## src/common/ldc_pkg.sv

```systemverilog
// Package for the loop and transition-offset configuration registers.
// Assumes a byte-wide register port decoded from the host serial interface.
package ldc_pkg;

    // ==========================================
    // Register addresses
    localparam logic [7:0] ADDR_LOOP_TUNING_THREE = 8'hAD;
    localparam logic [7:0] ADDR_FAST_SLEW_SELECT = 8'hAF;
    localparam logic [7:0] ADDR_TRANSITION_OFFSET = 8'hB0;
    localparam logic [7:0] ADDR_FAST_SLEW_MIRROR = 8'h24;

    // ==========================================
    // Writable field masks
    localparam logic [7:0] MASK_LOOP = 8'h7F;
    localparam logic [7:0] MASK_SLEW = 8'h07;
    localparam logic [7:0] MASK_OFFSET = 8'h0F;

    // ==========================================
    // Field positions
    localparam int POS_SS_FORCE = 6;
    localparam int POS_NOC_TON = 5;
    localparam int POS_IND_LSB = 3;
    localparam int POS_DC_LOAD_LINE_LSB = 0;
    localparam int POS_FALL_LSB = 2;
    localparam int POS_RISE_LSB = 0;

    // ==========================================
    // Constants in millivolts (on-time numerators) and the quarter-rate divider
    localparam logic [11:0] NOC_SHORT_5MV = 12'h258;
    localparam logic [11:0] NOC_LONG_5MV = 12'h640;
    localparam logic [11:0] NOC_SHORT_10MV = 12'h4B0;
    localparam logic [11:0] NOC_LONG_10MV = 12'hC80;
    localparam logic [7:0] SLOW_DIVIDE = 8'h04;

    // Transition rate choices from the voltage-ID side
    typedef enum logic [1:0] {
        RATE_FAST = 2'b00,
        RATE_SLOW = 2'b01,
        RATE_DECAY = 2'b10,
        RATE_NONE = 2'b11
    } ldc_rate_e;

    typedef struct packed {
        logic softStartLightLoadForce;
        logic negCurrentOnTimeSelect;
        logic [1:0] senseInductanceSelect;
        logic [2:0] dcLoadLine;
    } ldc_loop_s;

    typedef struct packed {
        logic [1:0] fallOffset;
        logic [1:0] riseOffset;
    } ldc_offset_s;

endpackage

```

## src/hw/ldc_config_regs.sv

```systemverilog
// Loop tuning, fast slew select and transition-offset registers, plus the
// DAC offset sequencer that uses them during dynamic voltage changes.
// Assumes an upstream serial decoder supplies byte writes and reads.
`timescale 1ns/100ps
`default_nettype none

// Summary of operation
// - Reserved loop bit 7 and slew bits 7:3 always read zero.
// - Loop bit 6 forces discontinuous soft-start, else follows forced-continuous setting.
// - Loop bit 5 set picks shorter negative-current on-time, clear picks longer.
// - On-time numerator 0.6/1.6 V for 5 mV steps, 1.2/3.2 V for 10 mV.
// - Loop bits 4:3 select sensed inductance 100 to 400 nH.
// - Loop bits 2:0 select DC load line; code zero means flat regulation.
// - Slew select sets fast-command rate, never turn-on or turn-off ramps.
// - Acknowledged slew write is copied to mirror register 24h on the next cycle.
// - Slew codes map 1.34 to 12.50 mV/us for 5 mV steps.
// - Slew codes map 2.67 to 25.00 mV/us for 10 mV steps.
// - Transition offsets apply only during a dynamic voltage transition.
// - Offsets apply only when fast or slow transition rate is selected.
// - No offsets for decay transitions or serial output voltage writes.
// - No offsets during soft-start or soft-stop ramps.
// - Rise offset added on first up step, dropped when target reached.
// - Down: full rate until target plus fall offset, then quarter rate.
module ldc_config_regs (
    // Clock and reset
    input wire logic clk,
    input wire logic reset,
    // Register port
    input wire logic regWrite,
    input wire logic [7:0] regAddr,
    input wire logic [7:0] regWriteData,
    input wire logic writeAck,
    output logic [7:0] regReadData,
    // Backup load of reset values
    input wire logic backupLoad,
    input wire logic [7:0] backupLoop,
    input wire logic [7:0] backupSlew,
    input wire logic [7:0] backupOffset,
    // System context
    input wire logic [1:0] vidStepProtocol,
    input wire logic forcedContinuousOperation,
    input wire logic softStartActive,
    input wire logic softStopActive,
    input wire logic serialVoutChange,
    // Voltage transition control
    input wire logic transitionStart,
    input wire ldc_pkg::ldc_rate_e transitionRate,
    input wire logic [7:0] targetCode,
    input wire logic [7:0] currentCode,
    input wire logic stepTick,
    // Loop settings out
    output logic softStartDiscontinuous,
    output logic [11:0] negOnTimeNumeratorMv,
    output logic [1:0] senseInductanceSelect,
    output logic [2:0] dcLoadLine,
    // Voltage interface mirror
    output logic fastSlewMirrorWrite,
    output logic [7:0] fastSlewMirrorAddr,
    output logic [2:0] fastSlewMirror,
    output logic slewIs10mvTable,
    // DAC offset sequencing
    output logic [7:0] dacOffsetCode,
    output logic quarterRate,
    output logic transitionActive
);

    // ==========================================
    // Register storage
    localparam int NUM_ENTRIES = 3;
    // Entry 0 loop tuning, 1 fast slew select, 2 transition offset
    localparam logic [7:0] ENTRY_ADDR [NUM_ENTRIES] = '{
        ldc_pkg::ADDR_LOOP_TUNING_THREE,
        ldc_pkg::ADDR_FAST_SLEW_SELECT,
        ldc_pkg::ADDR_TRANSITION_OFFSET
    };
    localparam logic [7:0] ENTRY_MASK [NUM_ENTRIES] = '{
        ldc_pkg::MASK_LOOP,
        ldc_pkg::MASK_SLEW,
        ldc_pkg::MASK_OFFSET
    };
    logic [7:0] loopReg;
    logic [7:0] slewReg;
    logic [7:0] offsetReg;
    ldc_pkg::ldc_loop_s loopFields;
    ldc_pkg::ldc_offset_s offFields;
    wire logic [NUM_ENTRIES-1:0][7:0] entryBackup = {backupOffset, backupSlew, backupLoop};
    wire logic [NUM_ENTRIES-1:0][7:0] entryRead;

    // ==========================================
    // One storage entry per mapped address
    for (genvar e = 0; e < NUM_ENTRIES; e++) begin : g_entry
        logic [7:0] value;
        wire logic hit = regAddr == ENTRY_ADDR[e];
        wire logic accept = regWrite && writeAck && hit;
        // Masking on every load keeps reserved bits at zero
        always_ff @(posedge clk) begin
            if (reset) begin
                value <= 8'h00;
            end else if (backupLoad) begin
                value <= entryBackup[e] & ENTRY_MASK[e];
            end else if (accept) begin
                value <= regWriteData & ENTRY_MASK[e];
            end
        end
        // Unselected entries show zero so the read is a plain OR
        assign entryRead[e] = hit ? value : 8'h00;
    end

    assign loopReg = g_entry[0].value;
    assign slewReg = g_entry[1].value;
    assign offsetReg = g_entry[2].value;
    wire logic wrSlew = g_entry[1].accept;

    // Reads of unmapped addresses return zero
    assign regReadData = entryRead[0] | entryRead[1] | entryRead[2];

    assign loopFields = ldc_pkg::ldc_loop_s'(loopReg[6:0]);
    assign offFields = ldc_pkg::ldc_offset_s'(offsetReg[3:0]);

    // ==========================================
    // Loop settings
    wire logic stepIs10mv = (vidStepProtocol == 2'b00) || (vidStepProtocol == 2'b11);
    // Light-load mode during soft-start only; after the ramp the caller ignores it
    wire logic next_softStartDiscontinuous = loopFields.softStartLightLoadForce || !forcedContinuousOperation;
    wire logic [11:0] shortNum = stepIs10mv ? ldc_pkg::NOC_SHORT_10MV : ldc_pkg::NOC_SHORT_5MV;
    wire logic [11:0] longNum = stepIs10mv ? ldc_pkg::NOC_LONG_10MV : ldc_pkg::NOC_LONG_5MV;
    wire logic [11:0] next_negOnTimeNumeratorMv = loopFields.negCurrentOnTimeSelect ? shortNum : longNum;

    // Registered so the loop sees clean levels, one cycle after a change
    always_ff @(posedge clk) begin
        if (reset) begin
            softStartDiscontinuous <= 1'b0;
            negOnTimeNumeratorMv <= 12'h000;
        end else begin
            softStartDiscontinuous <= next_softStartDiscontinuous;
            negOnTimeNumeratorMv <= next_negOnTimeNumeratorMv;
        end
    end
    assign senseInductanceSelect = loopFields.senseInductanceSelect;
    assign dcLoadLine = loopFields.dcLoadLine;

    // ==========================================
    // Fast slew mirror; rate table chosen downstream by step size
    always_ff @(posedge clk) begin
        if (reset) begin
            fastSlewMirrorWrite <= 1'b0;
            slewIs10mvTable <= 1'b0;
        end else begin
            fastSlewMirrorWrite <= wrSlew || backupLoad;
            slewIs10mvTable <= stepIs10mv;
        end
    end
    assign fastSlewMirrorAddr = ldc_pkg::ADDR_FAST_SLEW_MIRROR;
    assign fastSlewMirror = slewReg[2:0];

    // ==========================================
    // Offset sequencing
    typedef enum logic [1:0] {
        SEQ_IDLE = 2'b00,
        SEQ_UP = 2'b01,
        SEQ_DOWN = 2'b10
    } ldc_seq_e;

    ldc_seq_e seqState;
    ldc_seq_e next_seqState;
    logic [7:0] riseCode;
    logic [7:0] fallCode;
    logic [7:0] seqTarget;

    // Offset in DAC codes; a part step on the 10 mV table rounds up
    function automatic logic [7:0] offsetCodes(input logic [1:0] sel, input logic tenMv);
        logic [7:0] codes;
        codes = 8'h00;
        unique case ({tenMv, sel})
            3'b000: codes = 8'h00;
            3'b001: codes = 8'h01;
            3'b010: codes = 8'h02;
            3'b011: codes = 8'h04;
            3'b100: codes = 8'h00;
            3'b101: codes = 8'h01;
            3'b110: codes = 8'h01;
            3'b111: codes = 8'h02;
        endcase
        offsetCodes = codes;
    endfunction

    assign riseCode = offsetCodes(offFields.riseOffset, stepIs10mv);
    assign fallCode = offsetCodes(offFields.fallOffset, stepIs10mv);

    wire logic rampBlocked = softStartActive || softStopActive || serialVoutChange;
    wire logic rateOk = transitionRate == ldc_pkg::RATE_FAST || transitionRate == ldc_pkg::RATE_SLOW;
    wire logic canOffset = transitionStart && rateOk && !rampBlocked;
    wire logic reached = currentCode == seqTarget;
    wire logic [8:0] fallLimit = {1'b0, seqTarget} + {1'b0, fallCode};

    always_comb begin
        next_seqState = seqState;
        unique case (seqState)
            SEQ_IDLE: begin
                if (canOffset && targetCode > currentCode) begin
                    next_seqState = SEQ_UP;
                end else if (canOffset && targetCode < currentCode) begin
                    next_seqState = SEQ_DOWN;
                end
            end
            SEQ_UP: begin
                if (reached || rampBlocked) begin
                    next_seqState = SEQ_IDLE;
                end
            end
            SEQ_DOWN: begin
                if (reached || rampBlocked) begin
                    next_seqState = SEQ_IDLE;
                end
            end
            default: next_seqState = SEQ_IDLE;
        endcase
    end

    always_ff @(posedge clk) begin
        if (reset) begin
            seqState <= SEQ_IDLE;
            seqTarget <= 8'h00;
        end else begin
            seqState <= next_seqState;
            if (seqState == SEQ_IDLE && canOffset) begin
                seqTarget <= targetCode;
            end
        end
    end

    assign transitionActive = seqState != SEQ_IDLE;
    // Rise offset held from the first step until the target is hit
    wire logic upOffsetOn = seqState == SEQ_UP && !reached && !rampBlocked;
    wire logic quarterOn = seqState == SEQ_DOWN && !rampBlocked && {1'b0, currentCode} <= fallLimit;

    // A blocking ramp clears both outputs at the edge that aborts the sequence
    always_ff @(posedge clk) begin
        if (reset) begin
            dacOffsetCode <= 8'h00;
            quarterRate <= 1'b0;
        end else begin
            dacOffsetCode <= upOffsetOn ? riseCode : 8'h00;
            quarterRate <= quarterOn;
        end
    end

    wire logic unusedTick = stepTick;

endmodule

`default_nettype wire

```

## config.mk

```make
export PLATFORM = sky130hd
export DESIGN_NAME = ldc_config_regs
export DESIGN_NICKNAME = d
export VERILOG_FILES = /design/src/common/ldc_pkg.sv /design/src/hw/ldc_config_regs.sv
export SDC_FILE = /design/constraint.sdc
export NUM_CORES = 1
export LEC_CHECK = 0
export BUFFER_PORTS_ARGS = -buffer_cell sky130_fd_sc_hd__clkbuf_2
export CAP_MARGIN = 20
export CORE_MARGIN = 1
export CORE_UTILIZATION = 51
export DETAILED_ROUTE_END_ITERATION = 10
export HOLD_SLACK_MARGIN = 0.08
export PLACE_DENSITY = 0.86
export SETUP_SLACK_MARGIN = 0.02
export SYNTH_ARGS = -nofsm -noshare
export SYNTH_HDL_FRONTEND = slang
export SYNTH_SLANG_ARGS = --single-unit
```

## constraint.sdc

```tcl
create_clock -name clk -period 5.7 [get_ports clk]
set_clock_uncertainty 0.15 [all_clocks]
set_input_delay 0.57 -clock clk [delete_from_list [all_inputs] [get_ports clk]]
set_output_delay 0.57 -clock clk [all_outputs]
set_load 0.05 [all_outputs]
```

==> results of run 1 <==
cell usage after synthesis, drive strengths merged (5+ instances only):
library cell / instances
nor2: 28
xor2: 13
clkbuf: 6
a211oi: 16
inv: 26
nand2: 17
a21oi: 14
dfxtp: 37
nor3: 5
mux2i: 18
ha: 28
buf: 29
and2: 6
nor2b: 6
flip-flops by register name, indices dropped and copies added, names as in the netlist:
signal                  flops
g_entry.value              14
dacOffsetCode               3
seqTarget                   8
softStartDiscontinuous      1
fastSlewMirrorWrite         1
quarterRate                 1
seqState                    2
negOnTimeNumeratorMv        7
final cells by class:
type | count | area share (%)
clock inverter | 3 | 2.22
inverter | 26 | 3.15
sequential | 37 | 23.9
tap | 67 | 2.70
clock buffer | 5 | 2.22
timing repair buffer | 88 | 14.2
multi-input combinational | 222 | 51.6
kinds of logic after synthesis:
group           share of synthesized area (%)
compound gates                           14.0
simple gates                             18.2
flops                                    28.3
buf+inv                                  12.8
mux                                      7.32
xor+xnor                                 5.02
fa+ha+maj                                14.2
other cells                             0.287
per-layer routing:
metal  track usage, %  wire, µm
met5                0         0
met4             6.41        63
met3             4.66       276
met2             37.6      2890
met1             25.1      2460
worst paths after layout:
path	depth (start not counted)	to
worst min register to register	2	softStartDiscontinuous
worst max-delay path	17	quarterRate
worst min-delay path	2	softStartDiscontinuous
worst max register to register	16	quarterRate
power by group:
part / internal, mW / total, mW / switching, mW
Sequential: 0.271 / 0.280 / 0.00973
Combinational: 0.0518 / 0.168 / 0.116
Clock: 0.176 / 0.272 / 0.0960
Total: 0.498 / 0.720 / 0.222
critical path, delay by kind of cell:
kind / cells / cell delay, ns
AO/OA/AOI/OAI: 4 / 0.51
XOR/XNOR: 2 / 0.82
adder cells (fa/ha/maj): 3 / 0.88
buffers and inverters: 2 / 0.14
AND/OR/NAND/NOR: 6 / 0.70
through the flow:
stage / utilization, % / hold slack, ns
floorplan: - / 0.284
global placement: 61.5 / 0.303
detailed placement: 61.5 / 0.321
CTS: 64.4 / 0.302
global route: 64.4 / 0.299
finish: 64.4 / 0.301
==> results.sh, run 1 <==
export IMPL_rsz_0062_raised_after_global_routing="no"
export IMPL_fin_ws_ns=2.14
export IMPL_ctsHtreeMaxLevel=2
export IMPL_route_antenna_remaining_nets=0
export IMPL_routed_wirelength_um=5690
export IMPL_ios=120
export IMPL_layout_filler_cells=447
export IMPL_rows=25
export IMPL_clk_transition_reported_paths_ns=0.07
export IMPL_globalplace_congestion=0.853
export IMPL_slowest_library_cell_on_the_worst_path="xor2_1"
export IMPL_maxCapViolations=0
export IMPL_synth_cells=304
export IMPL_grt_start_max_net_pins=35
export IMPL_dpl_worst_slack_ns=1.85
export IMPL_root_buffer="clkbuf_8"
export IMPL_slew_limit_headroom_pct=45.9
export IMPL_worst_r2r_setup_slack_ns=2.44
export IMPL_final_hold_viol_count=0
export IMPL_clock_tree_from_tritoncts="built"
export IMPL_drt_iter0_markers=90
export IMPL_timing_final_max_slew_violations=0
export IMPL_ir_worst_vdd_uv=112
export IMPL_die_x_um=73.6
export IMPL_fin_cells=448
export IMPL_die_h_um=73.6
export IMPL_min_path_type="in -> reg"
export IMPL_min_period_over_period_pct=62.4
export IMPL_postCtsResizedCells=0
export IMPL_mappedNetlistArea_mm2=0.00262
export IMPL_detailedPlacementHpwl_um=4510
export IMPL_globalRouteOverflowTotal=0
export IMPL_initial_core_util_pct=54.3
export IMPL_core_area_mm2=0.00482
export IMPL_critical_path_startpoint_type="input pin"
export IMPL_routed_via_count=2281
export IMPL_setup_tns_ns=0
export IMPL_critPathRequiredTime_ns=5.77
export IMPL_cts_inserted_buffers=5
export IMPL_timing_critical_path_cells="clkbuf_2 > xor2_1 > nand2_1 > o21ai_1 > ha_1 > inv_1 > fa_1 > nand2b_1 > nand2_1 > nand4_1 > xor2_1 > ha_1 > nand4_1 > nor2_1 > a21oi_1 > a21o_1 > a31oi_1"
export IMPL_fin_area_mm2=0.00310
export IMPL_setup_crit_end_kind="register"
export IMPL_p_leak_nw=1.61
export IMPL_crit_type="in -> reg"
export IMPL_synth_largest_area_cell="dfxtp_1"
export IMPL_setup_violations=0
export IMPL_gr_usage_all_layers_pct=21.1
export IMPL_outcome="completed"
export IMPL_grt_antenna_before_repair=0
export IMPL_synthTopCellsByArea="dfxtp_1 28%, ha_1 13%, buf_4 7.5%"
export IMPL_synth_cell_types=48
export IMPL_most_common_layout_cells="88 x clkbuf_2, 37 x dfxtp_1, 28 x nor2_1, 28 x ha_1, 26 x inv_1"
export IMPL_number_of_enable_flip_flop_cells_after_synthesis=0
export IMPL_port_buffers=88
export IMPL_grt_first_pass_wirelength_um=8740
export IMPL_seq_area_frac_synth_pct=28.3
export IMPL_power_mw=0.720
export IMPL_critPathLaunch="vidStepProtocol[1]"
export IMPL_tightestPinTransition_ns=0.809
export IMPL_avgRoutedWirePerCell_um=12.7
export IMPL_clock_fmax_mhz=281
export IMPL_dieArea_mm2=0.00542
export IMPL_timing_critical_path_slowest_cell_delay_ns=0.65
export IMPL_via_per_inst=5.09
export IMPL_ys_warn_count=0
export IMPL_place_inst=440
export IMPL_seqCellArea_um2=741
export IMPL_yosys_register_bits=37
export IMPL_timing_hold_worst_start="forcedContinuousOperation"
export IMPL_placed_cell_area_mm2=0.00296
export IMPL_clk_path_buf_depth=2
export IMPL_post_cts_setup_buffers=0
export IMPL_flow_area_growth_from_synthesis_pct=18.6
export IMPL_layout_cells_most_common="clkbuf_2"
export IMPL_via_count_of_the_first_global_routing_pass=2047
export IMPL_yosysTopAreaCellShare_pct=28.3
export IMPL_syn_area_per_cell_um2=8.61
export IMPL_clk_latency_ns=0.29
export IMPL_power_per_cell_area_mw_per_mm2=232
export IMPL_multi_input_comb_area_mm2=0.00160
export IMPL_nNetsFinal=480
export IMPL_drive_gt1_share_pct=27.3
export IMPL_cp_max_fo=11
export IMPL_synth_async_reset_ratio_pct=0
export IMPL_postCtsHoldBufs=0
export IMPL_critPathArrivalTime_ns=3.62
export IMPL_post_route_drc=0
export IMPL_final_min_clock_period_ns=3.56
export IMPL_synth_top_flop_cell="dfxtp_1"
export IMPL_detail_route_first_pass_iterations=4
export IMPL_number_of_diodes_added_for_antenna_fixing=0
export IMPL_cts_sink_count=37
export IMPL_r2r_start="g_entry[2].value[2]"
No activity file was read; power rests on OpenSTA's default activity.
==> run 2, diff against run 1 <==
--- a/config.mk
+++ b/config.mk
@@ -8,10 +8,10 @@
 export BUFFER_PORTS_ARGS = -buffer_cell sky130_fd_sc_hd__clkbuf_2
 export CAP_MARGIN = 20
 export CORE_MARGIN = 1
-export CORE_UTILIZATION = 51
+export CORE_UTILIZATION = 47
 export DETAILED_ROUTE_END_ITERATION = 10
 export HOLD_SLACK_MARGIN = 0.08
-export PLACE_DENSITY = 0.86
+export PLACE_DENSITY = 0.8
 export SETUP_SLACK_MARGIN = 0.02
 export SYNTH_ARGS = -nofsm -noshare
 export SYNTH_HDL_FRONTEND = slang
==> constraint.sdc (replaced) <==
create_clock -name clk -period 3.6 [get_ports clk]
set_clock_uncertainty 0.15 [all_clocks]
set_input_delay 0.36 -clock clk [delete_from_list [all_inputs] [get_ports clk]]
set_output_delay 0.36 -clock clk [all_outputs]
set_load 0.05 [all_outputs]
==> run 2 against run 1 <==
  * Wire length fell by 1.8%
  * Sequential power rose by 58%
  * Register-to-register slack got worse by 2.1 ns
  * Global-route usage fell by 1.9 points
  * Core utilization fell by 4.9 points
  * Critical path type is now reg -> reg
  * Largest cell class unchanged
  * Largest power group unchanged
  * Highest routed layer unchanged
==> results.sh, run 2 (synthesis results as in run 1) <==
export IMPL_outcome="completed"
export IMPL_clock_tree_from_tritoncts="built"
export IMPL_detailedPlacementHpwl_um=4500
export IMPL_power_mw=1.15
export IMPL_postCtsHoldBufs=0
export IMPL_avgRoutedWirePerCell_um=12.4
export IMPL_ir_worst_vdd_uv=194
export IMPL_routed_wirelength_um=5590
export IMPL_core_area_mm2=0.00524
export IMPL_grt_first_pass_wirelength_um=9110
export IMPL_die_x_um=76.6
export IMPL_grt_start_max_net_pins=35
export IMPL_min_delay_worst_endpoint="softStartDiscontinuous"
export IMPL_cts_inserted_buffers=5
export IMPL_fin_cells=452
export IMPL_rows=26
export IMPL_place_inst=444
export IMPL_via_count_of_the_first_global_routing_pass=2181
export IMPL_min_period_over_period_pct=90.3
export IMPL_multi_input_comb_area_mm2=0.00160
export IMPL_final_hold_viol_count=0
export IMPL_layout_cells_most_common="clkbuf_2"
export IMPL_flow_area_growth_from_synthesis_pct=19.0
export IMPL_drt_iter0_markers=80
export IMPL_port_buffers=88
export IMPL_rr_endpoint="quarterRate"
export IMPL_hold_path_cell_count=2
export IMPL_maxCapViolations=0
export IMPL_most_common_layout_cells="88 x clkbuf_2, 36 x dfxtp_1, 28 x nor2_1, 28 x ha_1, 26 x inv_1"
export IMPL_r2r_start="g_entry[2].value[2]"
export IMPL_top_register="g_entry.value"
export IMPL_initial_core_util_pct=50.0
export IMPL_seqCellArea_um2=742
export IMPL_post_route_drc=0
export IMPL_setup_crit_end_kind="register"
export IMPL_worst_r2r_setup_slack_ns=0.35
export IMPL_setup_tns_ns=0
export IMPL_largest_register_ffs=14
export IMPL_globalRouteOverflowTotal=0
export IMPL_routed_via_count=2321
export IMPL_clk_transition_reported_paths_ns=0.08
export IMPL_crit_type="reg -> reg"
export IMPL_drive_gt1_share_pct=27.7
export IMPL_root_buffer="clkbuf_8"
export IMPL_slew_limit_headroom_pct=51.2
export IMPL_rsz_0062_raised_after_global_routing="no"
export IMPL_route_antenna_remaining_nets=0
export IMPL_p_leak_nw=1.61
export IMPL_power_per_cell_area_mw_per_mm2=369
export IMPL_gr_usage_all_layers_pct=19.2
export IMPL_detail_route_first_pass_iterations=4
export IMPL_timing_final_max_slew_violations=0
export IMPL_cp_max_fo=5
export IMPL_critPathRequiredTime_ns=3.66
export IMPL_clk_path_buf_depth=2
export IMPL_clk_latency_ns=0.29
export IMPL_tightestPinTransition_ns=0.732
export IMPL_grt_antenna_before_repair=0
export IMPL_layout_filler_cells=474
export IMPL_ctsHtreeMaxLevel=2
export IMPL_reg2reg_depth=16
export IMPL_post_cts_setup_buffers=0
export IMPL_clock_fmax_mhz=308
export IMPL_final_min_clock_period_ns=3.25
export IMPL_final_core_utilization_pct=59.5
export IMPL_layout_top_registers="g_entry.value x14, seqTarget x8, negOnTimeNumeratorMv x7"
export IMPL_nNetsFinal=481
export IMPL_via_per_inst=5.13
export IMPL_dieArea_mm2=0.00587
export IMPL_cts_sink_count=37
export IMPL_critPathArrivalTime_ns=3.30
export IMPL_ios=120
export IMPL_setup_violations=0
export IMPL_globalplace_congestion=0.863
export IMPL_number_of_diodes_added_for_antenna_fixing=0
export IMPL_critical_path_startpoint_type="register"
export IMPL_die_h_um=76.6
export IMPL_timing_hold_worst_start="forcedContinuousOperation"
export IMPL_min_path_type="in -> reg"
run 2: changes by cell type in the layout (fill, tap and decap cells not counted):
cell     before  now
dfxtp_1      37   36
dfxtp_2       0    1
buf_4         0    1
run 2: metrics by stage:
step                      cell area (µm²)  worst slack, ns  hold WS [ns]
final                                3110            0.351         0.107
after global routing                 3110           0.0678        0.0964
after CTS                            3110            0.265        0.0901
after detailed placement             2980            0.201         0.311
after global placement               2980            0.283         0.302
after floorplan                      2680            0.502         0.284
run 2: worst max-delay path, stage by stage, from the launching register on:
cell and delay, ns:
dfxtp_2 0.37, inv_1 0.05, ha_1 0.28, o21ai_1 0.15
ha_1 0.18, inv_1 0.05, fa_1 0.40, nand2b_1 0.18
nand2_1 0.09, nand4_1 0.11, xor2_1 0.17, ha_1 0.31
nand4_1 0.10, nor2_1 0.11, a21oi_1 0.10, a21o_1 0.18
a31oi_1 0.18
run 2: worst max-delay path by stage:
stage	from	to	slack, ns	cells after the start
after global routing	g_entry[2].value[2]	quarterRate	0.07	16
final	g_entry[2].value[2]	quarterRate	0.35	16
after detailed placement	vidStepProtocol[1]	quarterRate	0.20	17
after floorplan	vidStepProtocol[0]	quarterRate	0.50	17
after CTS	g_entry[2].value[2]	quarterRate	0.27	16
after global placement	vidStepProtocol[1]	quarterRate	0.28	17
run 2: report_power, final:
| part | switching, mW | internal (mW) | total (mW) |
|---|---|---|---|
| Clock | 0.160 | 0.279 | 0.439 |
| Sequential | 0.0150 | 0.428 | 0.443 |
| Combinational | 0.183 | 0.0833 | 0.267 |
run 2: routing by layer:
metal	up-vias	track usage [%]	part of all wire, %
met5	-	0	0
met4	0	9.42	2.3
met3	11	3.59	4.5
met2	79	33.9	49
met1	1063	22.2	44
li1	1168	-	-
run 2: what timing repair did:
item | in CTS | in global routing
endpoints found under the hold margin | 0 | 0
endpoints found under the setup margin | 0 | 1
resized for setup | 0 | 1
run 2: layout make-up:
type                       instances  share of cell area, %
clock buffer                       5                   2.21
clock inverter                     3                   2.21
inverter                          26                   3.13
multi-input combinational        222                   51.4
sequential                        37                   23.8
tap                               70                   2.81
timing repair buffer              89                   14.4
==> run 3, diff against run 2 <==
--- a/config.mk
+++ b/config.mk
@@ -5,7 +5,7 @@
 export SDC_FILE = /design/constraint.sdc
 export NUM_CORES = 1
 export LEC_CHECK = 0
-export BUFFER_PORTS_ARGS = -buffer_cell sky130_fd_sc_hd__clkbuf_2
+export BUFFER_PORTS_ARGS = -buffer_cell sky130_fd_sc_hd__buf_2
 export CAP_MARGIN = 20
 export CORE_MARGIN = 1
 export CORE_UTILIZATION = 47
==> run 3 against run 2 <==
  * Wire length rose by 3.5%
  * Sequential share of layout area barely moved
  * Combinational power barely moved
  * Global-route usage rose by 0.68 points
  * Via count fell by 0.65%
  * Clock power rose by 0.9%
  * Critical path type unchanged
  * Largest cell class unchanged
  * Highest routed layer unchanged
==> results.sh, run 3 (synthesis results as in run 1) <==
export IMPL_post_cts_setup_buffers=0
export IMPL_ios=120
export IMPL_timing_final_max_slew_violations=0
export IMPL_port_buffers=88
export IMPL_clock_fmax_mhz=305
export IMPL_detail_route_first_pass_iterations=4
export IMPL_final_min_clock_period_ns=3.28
export IMPL_avgRoutedWirePerCell_um=12.8
export IMPL_layout_filler_cells=479
export IMPL_setup_crit_end_kind="register"
export IMPL_critical_path_startpoint_type="register"
export IMPL_fin_area_mm2=0.00311
export IMPL_clock_tree_from_tritoncts="built"
export IMPL_min_period_over_period_pct=91.2
export IMPL_detailedPlacementHpwl_um=4580
export IMPL_maxCapViolations=0
export IMPL_outcome="completed"
export IMPL_critPathRequiredTime_ns=3.67
export IMPL_cts_inserted_buffers=5
export IMPL_gr_usage_all_layers_pct=19.9
export IMPL_switching_share_pct=31.5
export IMPL_setup_violations=0
export IMPL_drt_iter0_markers=90
export IMPL_route_antenna_remaining_nets=0
export IMPL_power_net_switching_mw=0.364
export IMPL_most_common_layout_cells="88 x buf_2, 37 x dfxtp_1, 28 x nor2_1, 28 x ha_1, 26 x inv_1"
export IMPL_globalRouteOverflowTotal=0
export IMPL_rsz_0062_raised_after_global_routing="no"
export IMPL_power_per_cell_area_mw_per_mm2=371
export IMPL_slew_limit_headroom_pct=56.7
export IMPL_rows=26
export IMPL_root_buffer="clkbuf_8"
export IMPL_clock_power_share_pct=38.4
export IMPL_globalplace_congestion=0.826
export IMPL_core_area_mm2=0.00524
export IMPL_initial_core_util_pct=50.0
export IMPL_layout_cells_most_common="buf_2"
export IMPL_ctsHtreeMaxLevel=2
export IMPL_final_hold_viol_count=0
export IMPL_power_sequential_fraction_pct=38.4
export IMPL_postCtsResizedCells=0
export IMPL_power_combinational_fraction_pct=23.3
export IMPL_place_inst=444
export IMPL_drive_gt1_share_pct=27.5
export IMPL_top_register="g_entry.value"
export IMPL_clk_path_buf_depth=2
export IMPL_postCtsHoldBufs=0
export IMPL_placed_cell_area_mm2=0.00298
export IMPL_die_h_um=76.6
export IMPL_internal_power_mw=0.791
export IMPL_cp_max_fo=5
export IMPL_critPathArrivalTime_ns=3.36
export IMPL_p_leak_nw=1.62
export IMPL_layout_top_registers="g_entry.value x14, seqTarget x8, negOnTimeNumeratorMv x7"
export IMPL_fin_cells=452
export IMPL_crit_type="reg -> reg"
export IMPL_via_per_inst=5.10
export IMPL_grt_start_max_net_pins=35
export IMPL_routed_via_count=2306
export IMPL_min_path_type="in -> reg"
export IMPL_dieArea_mm2=0.00587
export IMPL_largest_register_ffs=14
export IMPL_flow_area_growth_from_synthesis_pct=19.0
export IMPL_setup_tns_ns=0
export IMPL_clk_transition_reported_paths_ns=0.08
export IMPL_tightestPinTransition_ns=0.647
export IMPL_number_of_diodes_added_for_antenna_fixing=0
export IMPL_die_x_um=76.6
export IMPL_final_core_utilization_pct=59.4
export IMPL_via_count_of_the_first_global_routing_pass=2151
export IMPL_post_route_drc=0
export IMPL_grt_first_pass_wirelength_um=9360
export IMPL_ir_worst_vdd_uv=234
export IMPL_grt_antenna_before_repair=0
export IMPL_worst_hold_slack_ns=0.0904
export IMPL_nNetsFinal=481
export IMPL_cts_sink_count=37
export IMPL_routed_wirelength_um=5780
export IMPL_clk_latency_ns=0.30
[run 3: changes by cell type in the layout (fill, tap and decap cells not counted), sizes merged]
cell / delta
buf: +88
clkbuf: -88
[run 3: worst paths after layout]
| path | slack, ns | to | start | depth (start not counted) |
|---|---|---|---|---|
| max | 0.32 | quarterRate | g_entry[2].value[2] | 16 |
| min | 0.09 | softStartDiscontinuous | forcedContinuousOperation | 2 |
| max reg2reg | 0.32 | quarterRate | g_entry[2].value[2] | 16 |
| min reg2reg | 0.32 | softStartDiscontinuous | g_entry[0].value[6] | 2 |
[run 3: cell type report]
| class | instances | area (µm²) | share of cell area, % |
|---|---|---|---|
| clock buffer | 5 | 68.8 | 2.21 |
| clock inverter | 3 | 68.8 | 2.21 |
| inverter | 26 | 97.6 | 3.14 |
| multi-input combinational | 222 | 1600 | 51.4 |
| sequential | 37 | 741 | 23.8 |
| tap | 70 | 87.6 | 2.81 |
| timing repair buffer | 89 | 448 | 14.4 |
[run 3: critical path, stage by stage, from the launching register on]
cell	delay [ns]
dfxtp_1	0.41
inv_1	0.07
ha_1	0.29
o21ai_1	0.15
ha_1	0.18
inv_1	0.05
fa_1	0.39
nand2b_1	0.17
nand2_1	0.10
nand4_1	0.11
xor2_1	0.17
ha_1	0.31
nand4_1	0.09
nor2_1	0.11
a21oi_1	0.10
a21o_1	0.18
a31oi_1	0.15
[run 3: per-stage QoR]
stage	setup slack [ns]	total power, mW
finish	0.318	1.16
CTS	0.313	1.16
global placement	0.276	0.713
floorplan	0.502	0.664
global route	0.0762	1.20
detailed placement	0.226	0.720
[run 3: routing by layer]
layer	track usage (%)	wire length [µm]
met1	23.6	2560
met2	35.2	2890
met3	3.83	251
met4	7.69	85
met5	0	0
[run 3: power by group through the flow]
stage                     sequential [mW]  combinational [mW]  clock [mW]
after floorplan                     0.480               0.184           0
after global placement              0.452               0.261           0
after detailed placement            0.452               0.268           0
after CTS                           0.443               0.269       0.448
after global routing                0.446               0.291       0.467
final                               0.443               0.269       0.443
